## src/verilog/config_word_defines.vh

```
// Constants for the configuration word decoder: map, fields, encodings
//
// Overview of operation
// - Word one sits at configuration index 8007h, word two at 8008h, apart from data.
// - Unimplemented bits, bit 8 of word one included, read one; blank or erased reads one.
// - Fail monitor bit one enables monitor and switchover; zero disables the monitor.
// - Switchover bit one enables internal/offchip switchover; zero disables it unless the fail monitor bit is one.
// - Crystal modes ignore clock out bit, pin stays oscillator; else one is I/O, zero clock.
// - Brownout field: 11 on, 10 on while running, 01 software bit, 00 off.
// - Readout guard zero turns program memory code protection on; one turns it off.
// - Single supply programming one ignores pin select; else one reset pin, zero input.
// - Power-up delay bit zero enables the power-up timer; one disables it.
// - Watchdog field: 11 on, 10 on while running, 01 software bit, 00 off.
// - Oscillator 111, 110, 101 select offchip clock input at high, medium, low power.
// - Oscillator 100 onchip fast osc, 011 offchip RC, 010/001/000 fast, standard, slow crystal.
// - Protection off during erase wipes program memory; bulk erase wipes program and configuration.
// - Single supply programming one enables low-voltage programming; zero needs high voltage.
`ifndef CONFIG_WORD_DEFINES_VH
`define CONFIG_WORD_DEFINES_VH

// Register indexes and byte addresses
`define CW_ADDR_W 20
`define CW1_INDEX 20'h0_8007
`define CW2_INDEX 20'h0_8008
// Shift keeps the byte address at the bus address width
`define CW1_ADDR (`CW1_INDEX << 2)
`define CW2_ADDR (`CW2_INDEX << 2)
`define CTRL_ADDR 20'h0_0000
`define STAT_ADDR 20'h0_0004

// Word layout
`define CW_W 14
`define CW_BLANK 14'h3_FFF
`define CW1_UNIMPL 14'h0_100
`define CW2_UNIMPL 14'h0_078
`define CW1_FCM 13
`define CW1_SWITCHOVER 12
`define CW1_CKO 11
`define CW1_BOR_HI 10
`define CW1_BOR_LO 9
`define CW1_GUARD 7
`define CW1_RSTPIN 6
`define CW1_PWRUP 5
`define CW1_WDT_HI 4
`define CW1_WDT_LO 3
`define CW1_OSC_HI 2
`define CW2_SINGLE_SUPPLY 13
`define CW2_DBG 12

// Two-bit enable field encodings
`define EN_ALWAYS 2'h3
`define EN_RUN_ONLY 2'h2
`define EN_SOFTWARE 2'h1
`define EN_OFF 2'h0

// Oscillator encodings
`define OSC_OFFCHIP_HIGH 3'h7
`define OSC_OFFCHIP_MID 3'h6
`define OSC_OFFCHIP_LOW 3'h5
`define OSC_ONCHIP_HF 3'h4
`define OSC_OFFCHIP_RC 3'h3
`define OSC_FAST_XTAL 3'h2
`define OSC_XTAL 3'h1
`define OSC_SLOW_XTAL 3'h0

// Control register bits
`define CTRL_SW_WDT 0
`define CTRL_SW_BOR 1
`define CTRL_A3_PU 2
`define CTRL_RELOAD 3
`define CTRL_RESET 4'h0

// Bus responses
`define RESP_OKAY 2'h0
`define RESP_SLVERR 2'h2

`endif

```

## src/verilog/config_nv_store.v

```verilog
// Nonvolatile store for the two configuration words
`timescale 1ns/1ps
`default_nettype none
`include "config_word_defines.vh"

module config_nv_store
(
  input wire aclk,
  input wire nv_blank,
  input wire bulk_erase,
  input wire wr_en,
  input wire wr_sel,
  input wire [`CW_W-1:0] wr_data,
  output wire [`CW_W-1:0] word_one,
  output wire [`CW_W-1:0] word_two
);

  reg [`CW_W-1:0] mem [0:1];

  ////////////////////////////////////////////////////////////////////////////
  // Not cleared by aresetn: contents must survive a device reset
  always @(posedge aclk)
  begin
    if (nv_blank || bulk_erase)
    begin
      mem[0] <= `CW_BLANK;
      mem[1] <= `CW_BLANK;
    end
    else if (wr_en)
    begin
      mem[wr_sel] <= wr_data;
    end
  end

  ////////////////////////////////////////////////////////////////////////////
  // Unimplemented cells always read one
  assign word_one = mem[0] | `CW1_UNIMPL;
  assign word_two = mem[1] | `CW2_UNIMPL;

endmodule // config_nv_store
`default_nettype wire

```

## src/verilog/config_word_decoder.v

```verilog
// Configuration word decoder with AXI4-Lite register access
`timescale 1ns/1ps
`default_nettype none
`include "config_word_defines.vh"

module config_word_decoder
(
  input wire aclk,
  input wire aresetn,
  // AXI4-Lite slave
  input wire [`CW_ADDR_W-1:0] s_axi_awaddr,
  input wire s_axi_awvalid,
  output reg s_axi_awready,
  input wire [31:0] s_axi_wdata,
  input wire [3:0] s_axi_wstrb,
  input wire s_axi_wvalid,
  output reg s_axi_wready,
  output reg [1:0] s_axi_bresp,
  output reg s_axi_bvalid,
  input wire s_axi_bready,
  input wire [`CW_ADDR_W-1:0] s_axi_araddr,
  input wire s_axi_arvalid,
  output reg s_axi_arready,
  output reg [31:0] s_axi_rdata,
  output reg [1:0] s_axi_rresp,
  output reg s_axi_rvalid,
  input wire s_axi_rready,
  // Programmer side
  input wire nv_blank,
  input wire prog_wr_en,
  input wire prog_wr_sel,
  input wire [`CW_W-1:0] prog_wr_data,
  input wire prog_bulk_erase,
  input wire prog_unprotect_erase,
  // Core state
  input wire cpu_sleep,
  // Decoded settings
  output reg clock_fail_monitor_on,
  output reg switchover_on,
  output reg clock_output_pin_drives_clock,
  output reg clock_output_pin_is_io,
  output reg clock_output_pin_is_osc,
  output reg brownout_active,
  output reg watchdog_active,
  output reg code_protect_on,
  output reg master_reset_pin_is_reset,
  output reg master_reset_pin_pullup,
  output reg powerup_delay_timer_on,
  output reg low_voltage_prog_on,
  output reg debugger_on,
  output reg [7:0] osc_mode_onehot,
  output reg program_mem_erase,
  output reg settings_valid
);

  // One-hot sequencer states
  localparam [2:0] ST_HOLD = 3'b001;
  localparam [2:0] ST_LOAD = 3'b010;
  localparam [2:0] ST_RUN = 3'b100;

  reg [2:0] state;
  reg [2:0] next_state;
  reg [`CW_W-1:0] latched_one;
  reg [`CW_W-1:0] latched_two;
  reg [3:0] ctrl;
  reg [`CW_ADDR_W-1:0] aw_addr;
  reg aw_held;
  reg [31:0] w_data;
  reg [3:0] w_strb;
  reg w_held;
  wire [`CW_W-1:0] word_one;
  wire [`CW_W-1:0] word_two;
  wire [3:0] wsel;
  wire [3:0] rsel;
  wire do_write;
  wire reload;

  ////////////////////////////////////////////////////////////////////////////
  // Register decode: one-hot {status, ctrl, word two, word one}
  function [3:0] reg_decode;
    input [`CW_ADDR_W-1:0] addr;
    begin
      reg_decode = 4'h0;
      case (addr)
        `CW1_ADDR: reg_decode = 4'h1;
        `CW2_ADDR: reg_decode = 4'h2;
        `CTRL_ADDR: reg_decode = 4'h4;
        `STAT_ADDR: reg_decode = 4'h8;
        default: reg_decode = 4'h0;
      endcase
    end
  endfunction

  // Two-bit enable fields share one decoding
  function en_field;
    input [1:0] field;
    input sleeping;
    input sw_bit;
    begin
      case (field)
        `EN_ALWAYS: en_field = 1'b1;
        `EN_RUN_ONLY: en_field = ~sleeping;
        `EN_SOFTWARE: en_field = sw_bit;
        default: en_field = 1'b0;
      endcase
    end
  endfunction

  assign wsel = reg_decode(aw_addr);
  assign rsel = reg_decode(s_axi_araddr);
  assign do_write = aw_held && w_held && !s_axi_bvalid;
  assign reload = do_write && wsel[2] && w_strb[0] && w_data[`CTRL_RELOAD];

  ////////////////////////////////////////////////////////////////////////////
  // Word storage, erased in place by the programmer
  config_nv_store u_store
  (
    .aclk(aclk),
    .nv_blank(nv_blank),
    .bulk_erase(prog_bulk_erase),
    .wr_en(prog_wr_en),
    .wr_sel(prog_wr_sel),
    .wr_data(prog_wr_data),
    .word_one(word_one),
    .word_two(word_two)
  );

  ////////////////////////////////////////////////////////////////////////////
  // Sequencer: load after reset and on each reload request, otherwise hold static
  always @*
  begin
    next_state = state;
    case (state)
      ST_HOLD: next_state = ST_LOAD;
      ST_LOAD: next_state = ST_RUN;
      ST_RUN: next_state = reload ? ST_LOAD : ST_RUN;
      default: next_state = ST_HOLD;
    endcase
  end

  always @(posedge aclk)
  begin
    if (!aresetn)
      state <= ST_HOLD;
    else
      state <= next_state;
  end

  // Snapshot of the words; later programming has no effect until reload or reset
  always @(posedge aclk)
  begin
    if (!aresetn)
    begin
      latched_one <= `CW_BLANK;
      latched_two <= `CW_BLANK;
      settings_valid <= 1'b0;
    end
    else if (state == ST_LOAD)
    begin
      latched_one <= word_one;
      latched_two <= word_two;
      settings_valid <= 1'b1;
    end
  end

  ////////////////////////////////////////////////////////////////////////////
  // Decoded outputs, registered from the snapshot
  always @(posedge aclk)
  begin
    if (!aresetn)
    begin
      clock_fail_monitor_on <= 1'b0;
      switchover_on <= 1'b0;
      clock_output_pin_drives_clock <= 1'b0;
      clock_output_pin_is_io <= 1'b0;
      clock_output_pin_is_osc <= 1'b0;
      brownout_active <= 1'b0;
      watchdog_active <= 1'b0;
      code_protect_on <= 1'b0;
      master_reset_pin_is_reset <= 1'b0;
      master_reset_pin_pullup <= 1'b0;
      powerup_delay_timer_on <= 1'b0;
      low_voltage_prog_on <= 1'b0;
      debugger_on <= 1'b0;
      osc_mode_onehot <= 8'h00;
    end
    else
    begin
      clock_fail_monitor_on <= latched_one[`CW1_FCM];
      // Monitor on also forces switchover on
      switchover_on <= latched_one[`CW1_SWITCHOVER] | latched_one[`CW1_FCM];
      // Crystal modes need the pin for the oscillator
      if (latched_one[`CW1_OSC_HI:0] <= `OSC_FAST_XTAL)
      begin
        clock_output_pin_is_osc <= 1'b1;
        clock_output_pin_is_io <= 1'b0;
        clock_output_pin_drives_clock <= 1'b0;
      end
      else
      begin
        clock_output_pin_is_osc <= 1'b0;
        clock_output_pin_is_io <= latched_one[`CW1_CKO];
        clock_output_pin_drives_clock <= ~latched_one[`CW1_CKO];
      end
      brownout_active <= en_field(latched_one[`CW1_BOR_HI:`CW1_BOR_LO], cpu_sleep,
        ctrl[`CTRL_SW_BOR]);
      watchdog_active <= en_field(latched_one[`CW1_WDT_HI:`CW1_WDT_LO], cpu_sleep,
        ctrl[`CTRL_SW_WDT]);
      code_protect_on <= ~latched_one[`CW1_GUARD];
      // With low-voltage programming the pin stays a reset pin
      if (latched_two[`CW2_SINGLE_SUPPLY])
      begin
        master_reset_pin_is_reset <= 1'b1;
        master_reset_pin_pullup <= 1'b1;
      end
      else
      begin
        master_reset_pin_is_reset <= latched_one[`CW1_RSTPIN];
        master_reset_pin_pullup <= latched_one[`CW1_RSTPIN] | ctrl[`CTRL_A3_PU];
      end
      powerup_delay_timer_on <= ~latched_one[`CW1_PWRUP];
      low_voltage_prog_on <= latched_two[`CW2_SINGLE_SUPPLY];
      // Bit is left to the tools; zero turns the debugger on
      debugger_on <= ~latched_two[`CW2_DBG];
      osc_mode_onehot <= 8'h01 << latched_one[`CW1_OSC_HI:0];
    end
  end

  ////////////////////////////////////////////////////////////////////////////
  // Erase of program memory: bulk erase or protection being turned off
  always @(posedge aclk)
  begin
    if (!aresetn)
      program_mem_erase <= 1'b0;
    else
      program_mem_erase <= prog_bulk_erase | prog_unprotect_erase;
  end

  ////////////////////////////////////////////////////////////////////////////
  // Write channels taken in either order, answered once both are held
  always @(posedge aclk)
  begin
    if (!aresetn)
    begin
      s_axi_awready <= 1'b1;
      s_axi_wready <= 1'b1;
      s_axi_bvalid <= 1'b0;
      s_axi_bresp <= `RESP_OKAY;
      aw_held <= 1'b0;
      w_held <= 1'b0;
      aw_addr <= {`CW_ADDR_W{1'b0}};
      w_data <= 32'h0000_0000;
      w_strb <= 4'h0;
      ctrl <= `CTRL_RESET;
    end
    else
    begin
      if (s_axi_awvalid && s_axi_awready)
      begin
        aw_addr <= s_axi_awaddr;
        aw_held <= 1'b1;
        s_axi_awready <= 1'b0;
      end
      if (s_axi_wvalid && s_axi_wready)
      begin
        w_data <= s_axi_wdata;
        w_strb <= s_axi_wstrb;
        w_held <= 1'b1;
        s_axi_wready <= 1'b0;
      end
      if (do_write)
      begin
        s_axi_bvalid <= 1'b1;
        aw_held <= 1'b0;
        w_held <= 1'b0;
        // Only the control word is writable; config words refuse with an error
        if (wsel[2])
        begin
          s_axi_bresp <= `RESP_OKAY;
          if (w_strb[0])
            ctrl <= {1'b0, w_data[2:0]};
        end
        else
          s_axi_bresp <= `RESP_SLVERR;
      end
      if (s_axi_bvalid && s_axi_bready)
      begin
        s_axi_bvalid <= 1'b0;
        s_axi_awready <= 1'b1;
        s_axi_wready <= 1'b1;
      end
    end
  end

  ////////////////////////////////////////////////////////////////////////////
  // Read channel: one outstanding read, data registered
  always @(posedge aclk)
  begin
    if (!aresetn)
    begin
      s_axi_arready <= 1'b1;
      s_axi_rvalid <= 1'b0;
      s_axi_rdata <= 32'h0000_0000;
      s_axi_rresp <= `RESP_OKAY;
    end
    else if (s_axi_arvalid && s_axi_arready)
    begin
      s_axi_arready <= 1'b0;
      s_axi_rvalid <= 1'b1;
      s_axi_rresp <= (rsel == 4'h0) ? `RESP_SLVERR : `RESP_OKAY;
      case (rsel)
        4'h1: s_axi_rdata <= {18'h0_0000, word_one};
        4'h2: s_axi_rdata <= {18'h0_0000, word_two};
        4'h4: s_axi_rdata <= {28'h000_0000, ctrl};
        4'h8: s_axi_rdata <= {24'h00_0000, osc_mode_onehot} |
          {16'h0000, settings_valid, code_protect_on, brownout_active, watchdog_active,
          low_voltage_prog_on, clock_fail_monitor_on, switchover_on, powerup_delay_timer_on, 8'h00};
        default: s_axi_rdata <= 32'h0000_0000;
      endcase
    end
    else if (s_axi_rvalid && s_axi_rready)
    begin
      s_axi_rvalid <= 1'b0;
      s_axi_arready <= 1'b1;
    end
  end

endmodule // config_word_decoder
`default_nettype wire

```

## config.mk

```make
export PLATFORM = sky130hd
export DESIGN_NAME = config_word_decoder
export DESIGN_NICKNAME = d
export VERILOG_FILES = /design/src/verilog/config_nv_store.v /design/src/verilog/config_word_decoder.v
export VERILOG_INCLUDE_DIRS = /design/src /design/src/verilog
export SDC_FILE = /design/constraint.sdc
export NUM_CORES = 1
export LEC_CHECK = 0
export BUFFER_PORTS_ARGS = -buffer_cell sky130_fd_sc_hd__buf_2
export CAP_MARGIN = 20
export CORE_MARGIN = 8
export CORE_UTILIZATION = 49
export CTS_CLUSTER_SIZE = 14
export DETAILED_ROUTE_END_ITERATION = 8
export PLACE_DENSITY = 0.86
export SLEW_MARGIN = 20
export SYNTH_ARGS = -nofsm -noshare
export SYNTH_HDL_FRONTEND = slang
export SYNTH_SLANG_ARGS = --single-unit
```

## constraint.sdc

```tcl
create_clock -name aclk -period 2.2 [get_ports aclk]
set_input_delay 0.22 -clock aclk [delete_from_list [all_inputs] [get_ports aclk]]
set_output_delay 0.22 -clock aclk [all_outputs]
set_load 0.01 [all_outputs]
```

==> out/summary.txt <==
power per cell area: 954 nW/µm²
Port Buffers: 117
Core ar.: 9200 µm²
post-route ant nets: 0
CP required: 2.62 ns
CP max-delay cell: nor3_2
number of synthesized register bits: 117
total gr overflow: 0
H-tree depth: 4
Die X: 113 µm
first-pass GRT wire length: 21,400 µm
Max Cap Violations: 0
DIE AREA: 12,800 µm²
reg2reg path depth: 5
mean post-synth cell area: 9.74 µm²
Worst-path clk slew: 0.06 ns
final setup vio count: 0
setup_tns: 0 ns
crit-path cells: nor4_1, nand4_1, nor3_2, nand4b_1, a21oi_1
outcome: complete, no violations
CTS buffer count: 17
clk_skew: 0.00960 ns
Worst VDD drop: 0.607 mV
Final Slew Violations: 0
hpwl dp: 8480 µm
Final period util: 84.4%
post-synthesis sequential area ratio: 55.5%
vias per inst: 5.50
CP Class: reg -> reg
GPL Wtd Cong: 0.818
final net count: 738
Worst-Margin Slew: 0.806 ns
Post-Route WL: 13,400 µm
Remaining DRCs: 0
Max Clk Rate: 539 MHz
number of distinct library cells after synthesis: 48
R2R Path End: state[1]
leakage power: 2.63 nW
commonest non-fill, non-tap cells in the layout: 117 x buf_2, 102 x nand2_1, 94 x dfxtp_1
worst r2r src: aw_addr[8]
drt first pass iters: 6
Worst Hold Depth: 3
die height: 113 µm
largest net degree at the start of global routing: 48
vias in the first global route: 4,371
crit path max fanout: 5
Area growth syn-to-layout: 34.6%
via count: 4,181
most common cell after layout, fill and taps aside: buf_2
Setup crit end kind: register
Worst setup SP type: register
maximum clock path buffer count: 2
asr flop ratio synth: 0%
initial antenna violation count: 1
CP max stage delay: 0.50 ns
TritonCTS clock tree: done
WHS Endpoint: s_axi_rvalid
EDFF count, synth: 23
unrepaired setup endpoints after global routing: no
Starting Density: 50.4%
Cells after Synth: 476
fin area: 6240 µm²
Synth Cell Area: 4640 µm²
placed cell count: 686
IO Pins: 167
WP data arrival: 2.28 ns
Hold Path Class: in -> reg
Skew-Pair Late Insertion Delay: 0.51 ns
ratio of cells with drive above 1 in the final layout: 26.7%
Cell Area, Placed: 5230 µm²
R2R Setup Slk: 0.34 ns
Slew headroom: 46.1%
min-delay src: s_axi_rready
drt initial violations: 330
minimum period implied by the final worst setup slack: 1.86 ns
yosys warns: 0
WL/cell: 17.7 µm
Rows: 35
Clock Sinks: 117
Hold Violations, Final: 0
Non-Filler Instances: 760
All-Layer GR Usage: 20.9%
Root Buffer: clkbuf_8
Most used DFF post-synth: dfxtp_1
-- per-layer routing --
layer  vias to the layer above  wire [µm]  global-route usage [%]
met4                         0        530                    13.1
met5                         -          0                       0
met3                        52       1080                    6.60
li1                       1925          -                       -
met1                      1977       4750                    20.8
met2                       227       7050                    37.3
-- state kept, by name, summed over array words and instances, names as in the netlist, 3 cells and up --
name	cells
state	3
aw_addr	20
s_axi_rdata	16
u_store.mem	23
latched_one	13
osc_mode_onehot	8
ctrl	3
w_data	4
-- cell usage after synthesis, types with 3 or more instances --
cell      instances  share of area (%)
nand2_1         102                8.3
dfxtp_1          94                 41
nand2b_1         35                4.7
a21boi_0         30                4.9
edfxtp_1         23                 15
nand3_1          21                2.3
buf_4            20                3.2
nor2_1           19                1.5
clkbuf_1         18                1.5
nor4_1            9                1.2
o21ai_0           9               0.97
a221oi_1          7                1.3
o21ai_1           7               0.76
a222oi_1          6                1.3
and2_1            6               0.81
mux2i_1           6                1.3
nor2b_1           6               0.81
o21ai_2           5               0.94
inv_1             4               0.32
o21a_1            4               0.65
a21oi_1           3               0.32
nor3_1            3               0.32
nor3_2            3               0.65
-- worst max-delay path: cells and delay by family, from the launching register on --
family | cells | cell delay [ns]
AOI/OAI and AO/OA | 1 | 0.18
and+or+nand+nor | 4 | 1.28
DFF | 1 | 0.31
-- metrics by stage --
step	utilization, %	hold slack (ns)	setup slack [ns]	power [mW]
4_1_cts	67.8	0.00361	0.379	5.93
5_1_grt	67.9	0.0117	0.240	6.17
2_1_floorplan	-	0.320	0.463	2.92
6_report	67.9	0.0199	0.343	5.95
3_3_place_gp	56.9	0.403	0.350	3.09
3_5_place_dp	56.9	0.408	0.283	3.13
-- cell type report --
class,instances,area [µm²]
fillers,668,2960
flip-flops and latches,117,2570
multi-input cells,329,1860
repair buffers,166,1060
clock buffers,18,418
clock inverters,14,179
well taps,111,139
inverters,4,15.0
diodes,1,2.50
-- how the worst max path moves through the flow --
stage                        end  slack [ns]  cells past startpoint             from
2_1_floorplan  u_store.mem[0][0]        0.46                      5         nv_blank
5_1_grt                 state[1]        0.24                      5       aw_addr[4]
6_report                state[1]        0.34                      5       aw_addr[8]
3_5_place_dp      s_axi_rdata[2]        0.28                      6  s_axi_araddr[1]
4_1_cts                 state[1]        0.38                      5       aw_addr[8]
3_3_place_gp      s_axi_rdata[2]        0.35                      6  s_axi_araddr[1]
-- cells by family (layout without fill, tap and decap cells) --
family / count (synthesis) / count (layout) / synth area share [%]
XOR/XNOR: 2 / 2 / 0.378
AND/OR/NAND/NOR: 221 / 221 / 23.9
flip-flops: 117 / 117 / 55.5
multiplexers: 6 / 6 / 1.30
buffers and inverters: 47 / 202 / 5.80
AO/OA/AOI/OAI: 82 / 82 / 13.1
other: 1 / 19 / 0.0809
-- power by group --
part	internal (mW)	leakage, nW	switching, mW
registers	2.38	0.979	0.150
logic	0.296	1.35	0.375
clock network	1.74	0.294	1.02
-- what timing repair did --
item                                   in CTS  in global routing
resized for setup                           0                  0
endpoints found under the hold margin      46                  0
hold buffers                               41                  0
setup buffers                               0                  0
No activity file was read; power rests on OpenSTA's default activity.
